==> src/hdl/ssbr_pkg.sv <==
// Shared constants, field positions and types for the serial status block
package ssbr_pkg;

	// Register bus geometry
	localparam int unsigned SSBR_ADDR_W = 8;
	localparam int unsigned SSBR_DATA_W = 32;

	// Register byte offsets
	localparam logic [7:0] SSBR_OFS_STATUS   = 8'h00;
	localparam logic [7:0] SSBR_OFS_CTRL     = 8'h04;
	localparam logic [7:0] SSBR_OFS_DIVIDER  = 8'h08;
	localparam logic [7:0] SSBR_OFS_TXDATA   = 8'h0C;
	localparam logic [7:0] SSBR_OFS_RXDATA   = 8'h10;
	localparam logic [7:0] SSBR_OFS_IRQ_STAT = 8'h14;
	localparam logic [7:0] SSBR_OFS_IRQ_MASK = 8'h18;

	// Status register bit positions
	localparam int unsigned SSBR_BIT_MULTIPROC_BIT_TO_SEND = 0;
	localparam int unsigned SSBR_BIT_MULTIPROC_BIT_RECEIVED = 1;
	localparam int unsigned SSBR_BIT_TRANSMIT_END_FLAG = 2;
	localparam int unsigned SSBR_BIT_PER  = 3;
	localparam int unsigned SSBR_BIT_RDRF = 6;
	localparam int unsigned SSBR_BIT_TRANSMIT_BUFFER_EMPTY_FLAG = 7;

	// Interrupt status and mask bit positions
	localparam int unsigned SSBR_IRQ_TRANSMIT_END_FLAG = 0;
	localparam int unsigned SSBR_IRQ_RXF  = 1;
	localparam int unsigned SSBR_IRQ_PER  = 2;
	localparam int unsigned SSBR_IRQ_W    = 3;

	// Values after reset
	localparam logic       SSBR_RST_TRANSMIT_END_FLAG    = 1'b1;
	localparam logic       SSBR_RST_TRANSMIT_BUFFER_EMPTY_FLAG    = 1'b1;
	localparam logic       SSBR_RST_FLAG    = 1'b0;
	localparam logic [7:0] SSBR_RST_DIVIDER = 8'hFF;
	localparam logic [5:0] SSBR_RST_CTRL    = 6'h00;

	// Frame geometry: eight data bits, optional parity, optional MP bit
	localparam int unsigned SSBR_DATA_BITS = 8;
	localparam int unsigned SSBR_FRAME_MAX = 10;
	localparam int unsigned SSBR_CNT_W     = 16;

	// AXI response codes
	localparam logic [1:0] SSBR_RESP_OKAY   = 2'b00;
	localparam logic [1:0] SSBR_RESP_SLVERR = 2'b10;

	// Control register fields, bit 0 upward: te, re, par_en, mp_en, cks
	typedef struct packed {
		logic [1:0] cks;
		logic       mp_en;
		logic       par_en;
		logic       re;
		logic       te;
	} ssbr_ctrl_t;

	// Serial engine states, Gray along idle, low, high, gap
	typedef enum logic [1:0] {
		SSBR_IDLE = 2'b00,
		SSBR_LOW  = 2'b01,
		SSBR_HIGH = 2'b11,
		SSBR_GAP  = 2'b10
	} ssbr_state_t;

endpackage

==> src/hdl/ssbr_top.sv <==
// Serial status flags and clocked synchronous bit-rate engine, AXI4-Lite
// What this block does
// - Parity error flag, status bit 3, sets on a received parity error.
// - Parity error flag clears only by writing 0 after reading it 1.
// - Transmit end flag, bit 2, read-only, resets 1, held while TE 0.
// - Transmit end sets as the last bit starts out if buffer-empty flag is 1.
// - Transmit end clears when buffer-empty flag is cleared after read 1.
// - Transmit end also clears when transmit data register is written.
// - Bit 1 is read-only copy of last received MP bit, resets 0.
// - Received MP bit keeps its value while receive enable is 0.
// - Bit 0 read/write, resets 0, appended as transmitted MP bit.
// - Synchronous rate comes from clock select n and 8-bit divider N.
// - Divider 0 gives top rate without back-to-back continuous transfer.
//
// The implementer's own choices: the AXI4-Lite register port and the register offsets.
`timescale 1ns/1ns
module ssbr_top (
	input  wire logic                           i_clk_sys,
	input  wire logic                           i_reset,
	input  wire logic [ssbr_pkg::SSBR_ADDR_W-1:0] i_awaddr,
	input  wire logic                           i_awvalid,
	output logic                                o_awready,
	input  wire logic [ssbr_pkg::SSBR_DATA_W-1:0] i_wdata,
	input  wire logic [3:0]                     i_wstrb,
	input  wire logic                           i_wvalid,
	output logic                                o_wready,
	output logic [1:0]                          o_bresp,
	output logic                                o_bvalid,
	input  wire logic                           i_bready,
	input  wire logic [ssbr_pkg::SSBR_ADDR_W-1:0] i_araddr,
	input  wire logic                           i_arvalid,
	output logic                                o_arready,
	output logic [ssbr_pkg::SSBR_DATA_W-1:0]      o_rdata,
	output logic [1:0]                          o_rresp,
	output logic                                o_rvalid,
	input  wire logic                           i_rready,
	output logic                                o_irq,
	output logic                                o_sclk,
	output logic                                o_txd,
	input  wire logic                           i_rxd
);
	import ssbr_pkg::*;

	// Half serial period minus one: 2*(N+1)*4^n cycles per half
	function automatic logic [SSBR_CNT_W-1:0] half_period(
		input logic [1:0] cks,
		input logic [7:0] div
	);
		logic [SSBR_CNT_W:0] full;
		full = ({9'h000, div} + 17'h00001) << ({2'b00, cks, 1'b0} + 4'h1);
		half_period = SSBR_CNT_W'(full - 17'h00001);
	endfunction

	// Frame length in bits for a control setting
	function automatic logic [3:0] frame_len(input ssbr_ctrl_t c);
		frame_len = 4'(SSBR_DATA_BITS) + {3'b000, c.par_en}
			+ {3'b000, c.mp_en};
	endfunction

	// Transmit frame: data, then even parity, then MP bit; spare bits high
	function automatic logic [SSBR_FRAME_MAX-1:0] tx_frame(
		input ssbr_ctrl_t c,
		input logic [7:0] data,
		input logic       mpb
	);
		logic [1:0] tail;
		tail = 2'b11;
		if (c.par_en && c.mp_en) begin
			tail = {mpb, ^data};
		end else if (c.par_en) begin
			tail = {1'b1, ^data};
		end else if (c.mp_en) begin
			tail = {1'b1, mpb};
		end
		tx_frame = {tail, data};
	endfunction

	// Register state
	ssbr_ctrl_t                 ctrl_ff;
	logic [7:0]                 divider_ff;
	logic [7:0]                 txdata_ff;
	logic [7:0]                 rxdata_ff;
	logic                       per_ff, transmit_end_flag_ff, multiproc_bit_received_ff, multiproc_bit_to_send_ff;
	logic                       transmit_buffer_empty_flag_ff, rdrf_ff;
	logic                       per_seen_ff, transmit_buffer_empty_flag_seen_ff;
	logic [SSBR_IRQ_W-1:0]      irq_stat_ff, irq_mask_ff;

	// Bus state
	logic                       aw_held_ff, w_held_ff, bvalid_ff, rvalid_ff;
	logic [7:0]                 awaddr_ff;
	logic [SSBR_DATA_W-1:0]     wdata_ff, rdata_ff;
	logic [3:0]                 wstrb_ff;
	logic [1:0]                 bresp_ff, rresp_ff;

	// Serial engine state
	ssbr_state_t                state_ff;
	ssbr_ctrl_t                 cfg_ff;
	logic [SSBR_CNT_W-1:0]      cnt_ff, half_ff;
	logic [3:0]                 idx_ff, nbits_ff;
	logic [SSBR_FRAME_MAX-1:0]  tx_sh_ff, rx_sh_ff;
	logic                       tx_act_ff, rx_act_ff, sclk_ff, txd_ff;
	logic                       zero_div_ff;
	logic                       rxd_meta_ff, rxd_ff;

	// Decoded strobes
	logic                       wr_fire, rd_fire, wr_ok, wr_lane0;
	logic                       wr_status, wr_ctrl, wr_div, wr_tx;
	logic                       wr_istat, wr_imask, rd_status, rd_rx;
	logic                       start_tx, start_rx, bit_end, last_bit;
	logic                       tx_last, rx_done, rx_perr;
	logic [7:0]                 rd_addr;
	logic [7:0]                 status_byte;
	logic [SSBR_IRQ_W-1:0]      irq_evt;

	// Write path: address and data taken in either order, answer after both
	assign o_awready = !aw_held_ff && !bvalid_ff;
	assign o_wready  = !w_held_ff && !bvalid_ff;
	assign wr_fire   = aw_held_ff && w_held_ff && !bvalid_ff;
	assign wr_ok     = awaddr_ff[1:0] == 2'b00 && awaddr_ff <= SSBR_OFS_IRQ_MASK;
	assign wr_lane0  = wr_fire && wr_ok && wstrb_ff[0];
	assign wr_status = wr_lane0 && awaddr_ff == SSBR_OFS_STATUS;
	assign wr_ctrl   = wr_lane0 && awaddr_ff == SSBR_OFS_CTRL;
	assign wr_div    = wr_lane0 && awaddr_ff == SSBR_OFS_DIVIDER;
	assign wr_tx     = wr_lane0 && awaddr_ff == SSBR_OFS_TXDATA;
	assign wr_istat  = wr_lane0 && awaddr_ff == SSBR_OFS_IRQ_STAT;
	assign wr_imask  = wr_lane0 && awaddr_ff == SSBR_OFS_IRQ_MASK;

	always_ff @(posedge i_clk_sys) begin
		if (i_reset) begin
			aw_held_ff <= 1'b0;
			w_held_ff  <= 1'b0;
			bvalid_ff  <= 1'b0;
			awaddr_ff  <= 8'h00;
			wdata_ff   <= 32'h0000_0000;
			wstrb_ff   <= 4'h0;
			bresp_ff   <= SSBR_RESP_OKAY;
		end else begin
			if (i_awvalid && o_awready) begin
				aw_held_ff <= 1'b1;
				awaddr_ff  <= i_awaddr;
			end
			if (i_wvalid && o_wready) begin
				w_held_ff <= 1'b1;
				wdata_ff  <= i_wdata;
				wstrb_ff  <= i_wstrb;
			end
			if (wr_fire) begin
				aw_held_ff <= 1'b0;
				w_held_ff  <= 1'b0;
				bvalid_ff  <= 1'b1;
				bresp_ff   <= wr_ok ? SSBR_RESP_OKAY : SSBR_RESP_SLVERR;
			end else if (bvalid_ff && i_bready) begin
				bvalid_ff <= 1'b0;
			end
		end
	end
	assign o_bvalid = bvalid_ff;
	assign o_bresp  = bresp_ff;

	// Read path: one read under way, data registered with the answer
	assign o_arready = !rvalid_ff;
	assign rd_fire   = i_arvalid && o_arready;
	assign rd_addr   = i_araddr;
	assign rd_status = rd_fire && rd_addr == SSBR_OFS_STATUS;
	assign rd_rx     = rd_fire && rd_addr == SSBR_OFS_RXDATA;
	assign status_byte = {transmit_buffer_empty_flag_ff, rdrf_ff, 2'b00,
		per_ff, transmit_end_flag_ff, multiproc_bit_received_ff, multiproc_bit_to_send_ff};

	always_ff @(posedge i_clk_sys) begin
		if (i_reset) begin
			rvalid_ff <= 1'b0;
			rdata_ff  <= 32'h0000_0000;
			rresp_ff  <= SSBR_RESP_OKAY;
		end else if (rd_fire) begin
			rvalid_ff <= 1'b1;
			rresp_ff  <= SSBR_RESP_OKAY;
			case (rd_addr)
				SSBR_OFS_STATUS:   rdata_ff <= {24'h000000, status_byte};
				SSBR_OFS_CTRL:     rdata_ff <= {26'h0000000, ctrl_ff};
				SSBR_OFS_DIVIDER:  rdata_ff <= {24'h000000, divider_ff};
				SSBR_OFS_TXDATA:   rdata_ff <= {24'h000000, txdata_ff};
				SSBR_OFS_RXDATA:   rdata_ff <= {24'h000000, rxdata_ff};
				SSBR_OFS_IRQ_STAT: rdata_ff <= {29'h00000000, irq_stat_ff};
				SSBR_OFS_IRQ_MASK: rdata_ff <= {29'h00000000, irq_mask_ff};
				default: begin
					rdata_ff <= 32'h0000_0000;
					rresp_ff <= SSBR_RESP_SLVERR;
				end
			endcase
		end else if (rvalid_ff && i_rready) begin
			rvalid_ff <= 1'b0;
		end
	end
	assign o_rvalid = rvalid_ff;
	assign o_rdata  = rdata_ff;
	assign o_rresp  = rresp_ff;

	// Plain software registers; control, divider, data, MP bit to send
	always_ff @(posedge i_clk_sys) begin
		if (i_reset) begin
			ctrl_ff     <= SSBR_RST_CTRL;
			divider_ff  <= SSBR_RST_DIVIDER;
			txdata_ff   <= 8'h00;
			multiproc_bit_to_send_ff     <= SSBR_RST_FLAG;
			irq_mask_ff <= 3'h0;
		end else begin
			if (wr_ctrl) ctrl_ff <= wdata_ff[5:0];
			if (wr_div) divider_ff <= wdata_ff[7:0];
			if (wr_tx) txdata_ff <= wdata_ff[7:0];
			if (wr_status) multiproc_bit_to_send_ff <= wdata_ff[SSBR_BIT_MULTIPROC_BIT_TO_SEND];
			if (wr_imask) irq_mask_ff <= wdata_ff[SSBR_IRQ_W-1:0];
		end
	end

	// Read-as-one tracking; a zero write only clears a flag seen as one
	always_ff @(posedge i_clk_sys) begin
		if (i_reset) begin
			per_seen_ff  <= 1'b0;
			transmit_buffer_empty_flag_seen_ff <= 1'b0;
		end else begin
			if (!per_ff) per_seen_ff <= 1'b0;
			else if (rd_status) per_seen_ff <= 1'b1;
			if (!transmit_buffer_empty_flag_ff) transmit_buffer_empty_flag_seen_ff <= 1'b0;
			else if (rd_status) transmit_buffer_empty_flag_seen_ff <= 1'b1;
		end
	end

	// Parity error flag; hardware set wins over a same-cycle clear
	always_ff @(posedge i_clk_sys) begin
		if (i_reset) begin
			per_ff <= SSBR_RST_FLAG;
		end else if (rx_perr) begin
			per_ff <= 1'b1;
		end else if (wr_status && !wdata_ff[SSBR_BIT_PER] && per_seen_ff) begin
			per_ff <= 1'b0;
		end
	end

	// Buffer-empty flag: set on load into the shifter, cleared by software
	always_ff @(posedge i_clk_sys) begin
		if (i_reset) begin
			transmit_buffer_empty_flag_ff <= SSBR_RST_TRANSMIT_BUFFER_EMPTY_FLAG;
		end else if (start_tx) begin
			transmit_buffer_empty_flag_ff <= 1'b1;
		end else if (wr_tx) begin
			transmit_buffer_empty_flag_ff <= 1'b0;
		end else if (wr_status && !wdata_ff[SSBR_BIT_TRANSMIT_BUFFER_EMPTY_FLAG] && transmit_buffer_empty_flag_seen_ff) begin
			transmit_buffer_empty_flag_ff <= 1'b0;
		end
	end

	// Transmit end: held while transmit disabled, set at last bit
	always_ff @(posedge i_clk_sys) begin
		if (i_reset) begin
			transmit_end_flag_ff <= SSBR_RST_TRANSMIT_END_FLAG;
		end else if (!ctrl_ff.te) begin
			transmit_end_flag_ff <= 1'b1;
		end else if (tx_last && transmit_buffer_empty_flag_ff) begin
			transmit_end_flag_ff <= 1'b1;
		end else if (wr_tx) begin
			transmit_end_flag_ff <= 1'b0;
		end else if (wr_status && !wdata_ff[SSBR_BIT_TRANSMIT_BUFFER_EMPTY_FLAG] && transmit_buffer_empty_flag_seen_ff) begin
			transmit_end_flag_ff <= 1'b0;
		end
	end

	// Receive buffer, full flag and received MP bit
	always_ff @(posedge i_clk_sys) begin
		if (i_reset) begin
			rxdata_ff <= 8'h00;
			rdrf_ff   <= SSBR_RST_FLAG;
			multiproc_bit_received_ff   <= SSBR_RST_FLAG;
		end else begin
			if (rx_done) begin
				rxdata_ff <= rx_sh_ff[7:0];
				rdrf_ff   <= 1'b1;
			end else if (rd_rx) begin
				rdrf_ff <= 1'b0;
			end
			// Frozen while receive is off, so a late frame cannot move it
			if (rx_done && cfg_ff.mp_en && ctrl_ff.re) begin
				multiproc_bit_received_ff <= cfg_ff.par_en ? rx_sh_ff[9] : rx_sh_ff[8];
			end
		end
	end

	// Interrupt status, write one to clear, set wins
	assign irq_evt = {rx_perr, rx_done, tx_last && transmit_buffer_empty_flag_ff};
	always_ff @(posedge i_clk_sys) begin
		if (i_reset) begin
			irq_stat_ff <= 3'h0;
		end else begin
			irq_stat_ff <= irq_evt
				| (irq_stat_ff & ~(wr_istat ? wdata_ff[2:0] : 3'h0));
		end
	end
	assign o_irq = |(irq_stat_ff & irq_mask_ff);

	// Receive pin synchroniser; only the second stage is read
	always_ff @(posedge i_clk_sys) begin
		if (i_reset) begin
			rxd_meta_ff <= 1'b1;
			rxd_ff      <= 1'b1;
		end else begin
			rxd_meta_ff <= i_rxd;
			rxd_ff      <= rxd_meta_ff;
		end
	end

	// Frame control terms
	assign start_tx = state_ff == SSBR_IDLE && ctrl_ff.te && !transmit_buffer_empty_flag_ff;
	assign start_rx = state_ff == SSBR_IDLE && ctrl_ff.re && !rdrf_ff;
	assign bit_end  = state_ff == SSBR_HIGH && cnt_ff == '0;
	assign last_bit = idx_ff == nbits_ff - 4'h1;
	assign tx_last  = bit_end && !last_bit && tx_act_ff
		&& idx_ff + 4'h1 == nbits_ff - 4'h1;
	assign rx_done  = bit_end && last_bit && rx_act_ff;
	assign rx_perr  = rx_done && cfg_ff.par_en && (^rx_sh_ff[8:0]);

	// Serial engine: clock idles high, data out on fall, sampled on rise
	always_ff @(posedge i_clk_sys) begin
		if (i_reset) begin
			state_ff    <= SSBR_IDLE;
			cfg_ff      <= SSBR_RST_CTRL;
			cnt_ff      <= '0;
			half_ff     <= '0;
			idx_ff      <= 4'h0;
			nbits_ff    <= 4'h0;
			tx_sh_ff    <= '1;
			rx_sh_ff    <= '0;
			tx_act_ff   <= 1'b0;
			rx_act_ff   <= 1'b0;
			sclk_ff     <= 1'b1;
			txd_ff      <= 1'b1;
			zero_div_ff <= 1'b0;
		end else begin
			case (state_ff)
				SSBR_IDLE: begin
					if (start_tx || start_rx) begin
						state_ff    <= SSBR_LOW;
						cfg_ff      <= ctrl_ff;
						half_ff     <= half_period(ctrl_ff.cks, divider_ff);
						cnt_ff      <= half_period(ctrl_ff.cks, divider_ff);
						zero_div_ff <= divider_ff == 8'h00;
						nbits_ff    <= frame_len(ctrl_ff);
						idx_ff      <= 4'h0;
						tx_sh_ff    <= start_tx
							? tx_frame(ctrl_ff, txdata_ff, multiproc_bit_to_send_ff) : '1;
						txd_ff      <= start_tx ? txdata_ff[0] : 1'b1;
						tx_act_ff   <= start_tx;
						rx_act_ff   <= start_rx;
						sclk_ff     <= 1'b0;
					end
				end
				SSBR_LOW: begin
					if (cnt_ff == '0) begin
						state_ff         <= SSBR_HIGH;
						sclk_ff          <= 1'b1;
						cnt_ff           <= half_ff;
						rx_sh_ff[idx_ff] <= rxd_ff;
					end else begin
						cnt_ff <= cnt_ff - 1'b1;
					end
				end
				SSBR_HIGH: begin
					if (cnt_ff != '0) begin
						cnt_ff <= cnt_ff - 1'b1;
					end else if (last_bit) begin
						// Top rate needs a rest between frames
						state_ff <= zero_div_ff ? SSBR_GAP : SSBR_IDLE;
						cnt_ff   <= half_ff;
						txd_ff   <= 1'b1;
					end else begin
						state_ff <= SSBR_LOW;
						sclk_ff  <= 1'b0;
						cnt_ff   <= half_ff;
						idx_ff   <= idx_ff + 4'h1;
						txd_ff   <= tx_sh_ff[idx_ff + 4'h1];
					end
				end
				SSBR_GAP: begin
					if (cnt_ff == '0) begin
						state_ff <= SSBR_IDLE;
					end else begin
						cnt_ff <= cnt_ff - 1'b1;
					end
				end
				default: begin
					state_ff <= SSBR_IDLE;
				end
			endcase
		end
	end
	assign o_sclk = sclk_ff;
	assign o_txd  = txd_ff;

endmodule // ssbr_top

==> config.mk <==
export PLATFORM = sky130hd
export DESIGN_NAME = ssbr_top
export DESIGN_NICKNAME = d
export VERILOG_FILES = /design/src/hdl/ssbr_pkg.sv /design/src/hdl/ssbr_top.sv
export SDC_FILE = /design/constraint.sdc
export NUM_CORES = 1
export LEC_CHECK = 0
export BUFFER_PORTS_ARGS = -buffer_cell sky130_fd_sc_hd__buf_2
export CORE_AREA = 2 2 134 110
export DETAILED_ROUTE_END_ITERATION = 10
export DIE_AREA = 0 0 136 112
export GPL_TIMING_DRIVEN = 0
export PLACE_DENSITY_LB_ADDON = 0.15
export SLEW_MARGIN = 0
export SYNTH_ARGS = -nofsm -noshare
export SYNTH_HDL_FRONTEND = slang
export SYNTH_SLANG_ARGS = --single-unit
==> constraint.sdc <==
create_clock -name i_clk_sys -period 3.45 [get_ports i_clk_sys]
set_clock_uncertainty 0.15 [all_clocks]
set_input_delay 0.69 -clock i_clk_sys [delete_from_list [all_inputs] [get_ports i_clk_sys]]
set_output_delay 0.69 -clock i_clk_sys [all_outputs]
set_load 0.1 [all_outputs]
==> run_results.csv, run 1 <==
group,metric,value,unit
clock_network,post_cts_resized,0,
placed_design,portBuffers,49,
clock_network,cts-buffers-inserted,17,
clock_network,clk_pin_slew_worst_paths,0.06,ns
grt,grt_pass1_wl,37000,µm
floorplan,start_util,57.7,%
power,power_density,422,mW/mm²
grt,grt_overflow,0,
synthesis,ys_types,88,
layout,drive_above_1_share,15.1,%
power,power_frac_seq,43.9,%
critical_path,crit_fanout,10,
synthesis,synth_area_leader_cell,"dfxtp_1",
timing,fmax,310,MHz
synthesis,async_flop_share,0,%
clock_network,cts_setup_buffers,0,
layout,fin_util,66.0,%
timing,relSlewSlack,8.16,%
grt,grt_max_degree,17,
critical_path,crit_family,"simple AND/OR/NAND/NOR gates",
power,irDropWorstVdd,0.476,mV
synthesis,synth_top_area_share,35.8,%
critical_path,crit_type,"reg -> reg",
detailed_routing,drt_wl_total,23600,µm
grt,grt_pass1_vias,6816,
synthesis,ys_ff_latch,144,
synthesis,ys_top_cells_by_area,"dfxtp_1, nand2_1, a21oi_1",
floorplan,design.die.area,0.0152,mm²
synthesis,yosys_most_used_dff,"dfxtp_1",
synthesis,synth-seq-area-share,35.8,%
floorplan,fp-row-count,39,
timing,period_share,93.4,%
clock_network,clk-insertion-delay-late,0.43,ns
critical_path,startpoint_type,"flip-flop",
layout,seq_area,0.00288,mm²
detailed_routing,drtIter0Drc,1007,
floorplan,core_area,0.0140,mm²
floorplan,die_h,112,µm
layout,fin_nets,1163,
placed_design,dpl.hpwl,17100,µm
placed_design,place_congestion,0.917,
detailed_routing,via_count,7780,
floorplan,io_pins,104,
power,sw_frac_of_total,26.9,%
critical_path,end_kind,"flip-flop",
detailed_routing,top_layer,"met4",
timing,fin_tns_setup,0,ns
critical_path,path_cells,"inv_1 > ha_1 > nor4b_1 > nand2_1 > nor4b_4 > buf_4 > o2111ai_1 > a21oi_1",
timing,maxSlewViolCount,0,
layout,fill_cells,1225,
timing,min_period,3.22,ns
power,p_leak,3.40,nW
critical_path,critical_path.max_stage_delay,0.63,ns
power,p_comb_share,9.2,%
floorplan,dieWidth,136,µm
detailed_routing,wl_met2,10000,µm
synthesis,synth-edff-count,0,
critical_path,cpMaxStageDelayCell,"nor4b_4",
detailed_routing,wl_met1,10900,µm
outcome,outcome,"completed",
timing,setup_viol,0,
timing,rsz0062_at_grt,"false",
timing,fin_hold_ws,0.259,ns
synthesis,ys_warn_count,0,
timing,tightest_slew,1.36,ns
power,switching_power,1.05,mW
layout,multiInputGateArea,0.00472,mm²
min_path,hold_path_class,"reg -> reg",
detailed_routing,postRouteAntennaNets,0,
flow_run,maxCapViolations,0,
synthesis,synth_area_per_cell,8.06,µm²
synthesis,syn_area,0.00806,mm²
layout,antenna_cells,0,
timing,hold_viol,0,
critical_path,cp.required,3.65,ns
detailed_routing,wl_met3,2200,µm
critical_path,cp.arrival,3.42,ns
placed_design,dp_worst_setup_slack,0.0920,ns
power,p_int,2.84,mW
clock_network,clockBufferDepth,2,
layout,area_delta_synth_final,14.4,%
detailed_routing,viasPerCell,6.03,
detailed_routing,route.detailed.drc,0,
power,p_clk_share,46.9,%
detailed_routing,wl_per_cell,18.3,µm
clock_network,clock-sinks,144,
clock_network,htreeDepth,4,
timing,setup_slack,0.228,ns
clock_network,cts_tree,"built",
synthesis,syn_inst,1000,
detailed_routing,drt_first_pass_iters,7,
grt,grt_antenna_before_repair,0,
clock_network,cts.root.buffer_cell,"clkbuf_16",
grt,grt_use_total,31.2,%
critical_path,cp_num_buf_inv,2,
clock_network,cts_hold_buf,0,
-- synthesized netlist by cell type (all sizes together), types with 3 or more instances --
master  instances
nand2         153
dfxtp         144
nor2          103
a21oi          93
buf            48
clkbuf         39
nand3          37
xnor2          32
o21ai          28
nor3           23
a211oi         19
a22oi          19
mux2i          19
inv            18
nor4           18
nand2b         13
a211o          10
a311oi         10
ha             10
nor2b          10
nor4b          10
nand4           9
xor2            9
and2            8
nand3b          8
o22ai           8
or4             8
a31oi           7
and3            7
o211ai          6
a222oi          5
mux2            5
nand4b          5
nor3b           5
or2             5
or3             5
a221oi          4
a221o           3
o21a            3
-- layer usage --
metal  up-vias  global-route usage (%)
met2       398                    44.9
met4         0                    10.1
met5         -                       0
met1      3607                    46.5
met3        42                    6.42
li1       3733                       -
-- kinds of logic after synthesis --
kind of cell | after synthesis | share of synthesized area, %
compound gates | 239 | 20.0
xor+xnor | 42 | 4.75
fa+ha+maj | 10 | 1.55
buf+inv | 105 | 6.94
flops | 144 | 35.8
mux | 26 | 3.62
other cells | 1 | 0.0465
simple gates | 433 | 27.3
-- cell usage in the layout, fill, tap and decap left out, drive strengths merged, types with 6 or more instances in the layout --
| master | netlist | routed |
|---|---|---|
| a211o | 10 | 10 |
| a211oi | 19 | 19 |
| a21oi | 93 | 93 |
| a22oi | 19 | 19 |
| a311oi | 10 | 10 |
| a31oi | 7 | 7 |
| and2 | 8 | 8 |
| and3 | 7 | 7 |
| buf | 48 | 97 |
| clkbuf | 39 | 59 |
| conb | 1 | 26 |
| dfxtp | 144 | 144 |
| ha | 10 | 10 |
| inv | 18 | 20 |
| mux2i | 19 | 19 |
| nand2 | 153 | 153 |
| nand2b | 13 | 13 |
| nand3 | 37 | 37 |
| nand3b | 8 | 8 |
| nand4 | 9 | 9 |
| nor2 | 103 | 103 |
| nor2b | 10 | 10 |
| nor3 | 23 | 23 |
| nor4 | 18 | 18 |
| nor4b | 10 | 10 |
| o211ai | 6 | 6 |
| o21ai | 28 | 28 |
| o22ai | 8 | 8 |
| or4 | 8 | 8 |
| xnor2 | 32 | 32 |
| xor2 | 9 | 9 |
-- power groups by stage --
stage	clock [mW]	combinational, mW	sequential, mW
2_1_floorplan	0	0.267	1.76
3_3_place_gp	0	0.353	1.74
3_5_place_dp	0	0.354	1.74
6_report	1.83	0.358	1.71
4_1_cts	1.83	0.355	1.71
5_1_grt	1.90	0.377	1.71
-- per-stage QoR --
stage	power, mW	cell area, µm²	std cells
after global routing	3.99	9220	1290
after floorplan	2.02	8150	1025
after global placement	2.10	8630	1258
after detailed placement	2.10	8630	1258
after CTS	3.89	9210	1290
final	3.89	9220	1290
-- registers in the layout, indices dropped and copies added (netlist names), 10 cells and up --
name / cells
half_ff: 16
tx_sh_ff: 10
rx_sh_ff: 10
cnt_ff: 16
-- path summary, 6_finish.rpt --
path | startpoint | endpoint | cells past startpoint | slack, ns
setup / recovery | cnt_ff[0] | irq_stat_ff[0] | 8 | 0.23
setup reg to reg | cnt_ff[0] | irq_stat_ff[0] | 8 | 0.23
hold reg to reg | rxd_meta_ff | rxd_ff | 1 | 0.26
hold / removal | rxd_meta_ff | rxd_ff | 1 | 0.26
-- layout make-up --
type,instances,area share (%)
multi-input combinational,776,51.2
inverter,18,0.733
timing repair buffer,49,2.66
tap,184,2.50
buffer,87,5.34
clock inverter,12,1.47
sequential,144,31.3
clock buffer,20,4.85
(Power assumes the default switching activity.)
==> run 2: changes to the inputs <==
- CORE_AREA: 2 2 134 110 -> 2 2 187 152
- CTS_CLUSTER_DIAMETER: unset -> 60
- DIE_AREA: 0 0 136 112 -> 0 0 189 154
- clock period: 3.45 -> 4 ns (I/O delays scaled with it)
==> run_results.csv, run 2 (same netlist as run 1, synthesis figures left out) <==
group,metric,value,unit
power,p_comb_share,9.2,%
placed_design,place_congestion,0.844,
clock_network,cts.root.buffer_cell,"clkbuf_16",
clock_network,clk_pin_slew_worst_paths,0.07,ns
floorplan,core_area,0.0271,mm²
placed_design,place_area,0.00886,mm²
layout,drive_above_1_share,15.0,%
placed_design,dpl.hpwl,20500,µm
timing,relSlewSlack,8.37,%
clock_network,clock-sinks,144,
critical_path,path_cells,"inv_1 > ha_1 > nor4b_1 > nand4_1 > nor4_1 > nand2_1 > nand2_1 > a21oi_1",
timing,min_period,3.29,ns
min_path,hold_path_class,"reg -> reg",
power,switching_power,0.957,mW
outcome,outcome,"completed",
detailed_routing,drt_wl_total,27500,µm
timing,setup_slack,0.708,ns
grt,grt_overflow,0,
layout,fill_cells,2860,
power,sw_frac_of_total,27.9,%
critical_path,crit_family,"simple AND/OR/NAND/NOR gates",
critical_path,crit_top_cell,"nand2_1",
timing,hold_viol,0,
critical_path,cp_num_buf_inv,1,
grt,grt_max_degree,17,
critical_path,startpoint_type,"flip-flop",
critical_path,crit_type,"reg -> reg",
timing,period_share,82.3,%
floorplan,dieWidth,189,µm
timing,fmax,304,MHz
grt,grt_antenna_before_repair,1,
flow_run,maxCapViolations,0,
grt,grt_pass1_wl,42100,µm
floorplan,design.die.area,0.0291,mm²
clock_network,clockBufferDepth,2,
layout,fin_area,0.00945,mm²
critical_path,reg2reg_setup_slack,0.71,ns
power,p_int,2.48,mW
clock_network,cts_setup_buffers,0,
floorplan,start_util,29.7,%
timing,tightest_slew,1.36,ns
power,irDropWorstVdd,0.320,mV
grt,grt_pass1_vias,6881,
clock_network,post_cts_resized,0,
clock_network,cts_hold_buf,0,
layout,fin_util,34.9,%
critical_path,cp.required,4.16,ns
timing,setup_viol,0,
critical_path,end_kind,"flip-flop",
critical_path,cp.arrival,3.45,ns
detailed_routing,wl_per_cell,18.7,µm
clock_network,cts-buffers-inserted,17,
placed_design,portBuffers,49,
layout,final_common_cell,"nand2_1",
clock_network,clk-insertion-delay-late,0.45,ns
power,p_clk_share,47.9,%
detailed_routing,viasPerCell,5.21,
layout,reg_top3,"cnt_ff: 16 flops, half_ff: 16 flops",
floorplan,die_h,154,µm
clock_network,htreeDepth,4,
detailed_routing,via_count,7658,
timing,maxSlewViolCount,0,
critical_path,critical_path.max_stage_delay,1.05,ns
grt,grt_use_total,18.9,%
power,power_frac_seq,42.9,%
floorplan,fp-row-count,54,
power,power_density,364,mW/mm²
layout,fin_nets,1163,
layout,layout_common_cells,"nand2_1, dfxtp_1, nor2_1",
timing,fin_tns_setup,0,ns
critical_path,cpMaxStageDelayCell,"nor4_1",
layout,area_delta_synth_final,17.3,%
power,p_leak,3.41,nW
detailed_routing,drt_first_pass_iters,4,
placed_design,dp_worst_setup_slack,0.547,ns
floorplan,io_pins,104,
clock_network,cts_tree,"built",
detailed_routing,postRouteAntennaNets,0,
critical_path,crit_fanout,8,
layout,antenna_cells,0,
detailed_routing,route.detailed.drc,0,
detailed_routing,drtIter0Drc,746,
timing,rsz0062_at_grt,"false",
[run 2: cell count changes in the layout (fill, tap and decap cells not counted), sizes merged]
cell | before | now
clkinvlp | 4 | 0
clkbuf | 59 | 61
inv | 20 | 22
[run 2: worst paths after layout]
check / end / depth (start not counted) / from
max: rx_sh_ff[0] / 8 / cnt_ff[0]
min: rxd_ff / 1 / rxd_meta_ff
max reg2reg: rx_sh_ff[0] / 8 / cnt_ff[0]
min reg2reg: rxd_ff / 1 / rxd_meta_ff
[run 2: area by class of cell]
class	count	area, µm²	area share [%]
clock buffers	22	464	4.91
multi-input cells	776	4720	49.9
plain buffers	87	492	5.20
flip-flops and latches	144	2880	30.5
well taps	364	455	4.82
repair buffers	49	245	2.59
clock inverters	10	126	1.34
inverters	18	67.6	0.715
[run 2: stage by stage]
step                hold slack, ns  cells  power, mW
detailed placement           0.253   1438       1.82
global route                 0.290   1470       3.53
CTS                          0.275   1470       3.45
finish                       0.269   1470       3.44
floorplan                    0.239   1025       1.75
global placement             0.250   1438       1.82
[run 2: power groups by stage]
stage                     sequential [mW]  clock, mW  combinational [mW]
after floorplan                      1.52          0               0.230
after global placement               1.51          0               0.315
after detailed placement             1.51          0               0.316
after CTS                            1.47       1.66               0.316
after global routing                 1.48       1.73               0.333
final                                1.47       1.65               0.317
[run 2: per-layer routing]
metal / part of all wire [%] / GRT usage, %
met1: 53 / 29.3
met2: 41 / 26.3
met3: 5.8 / 3.65
met4: 1.1 / 4.39
met5: 0.040 / 0
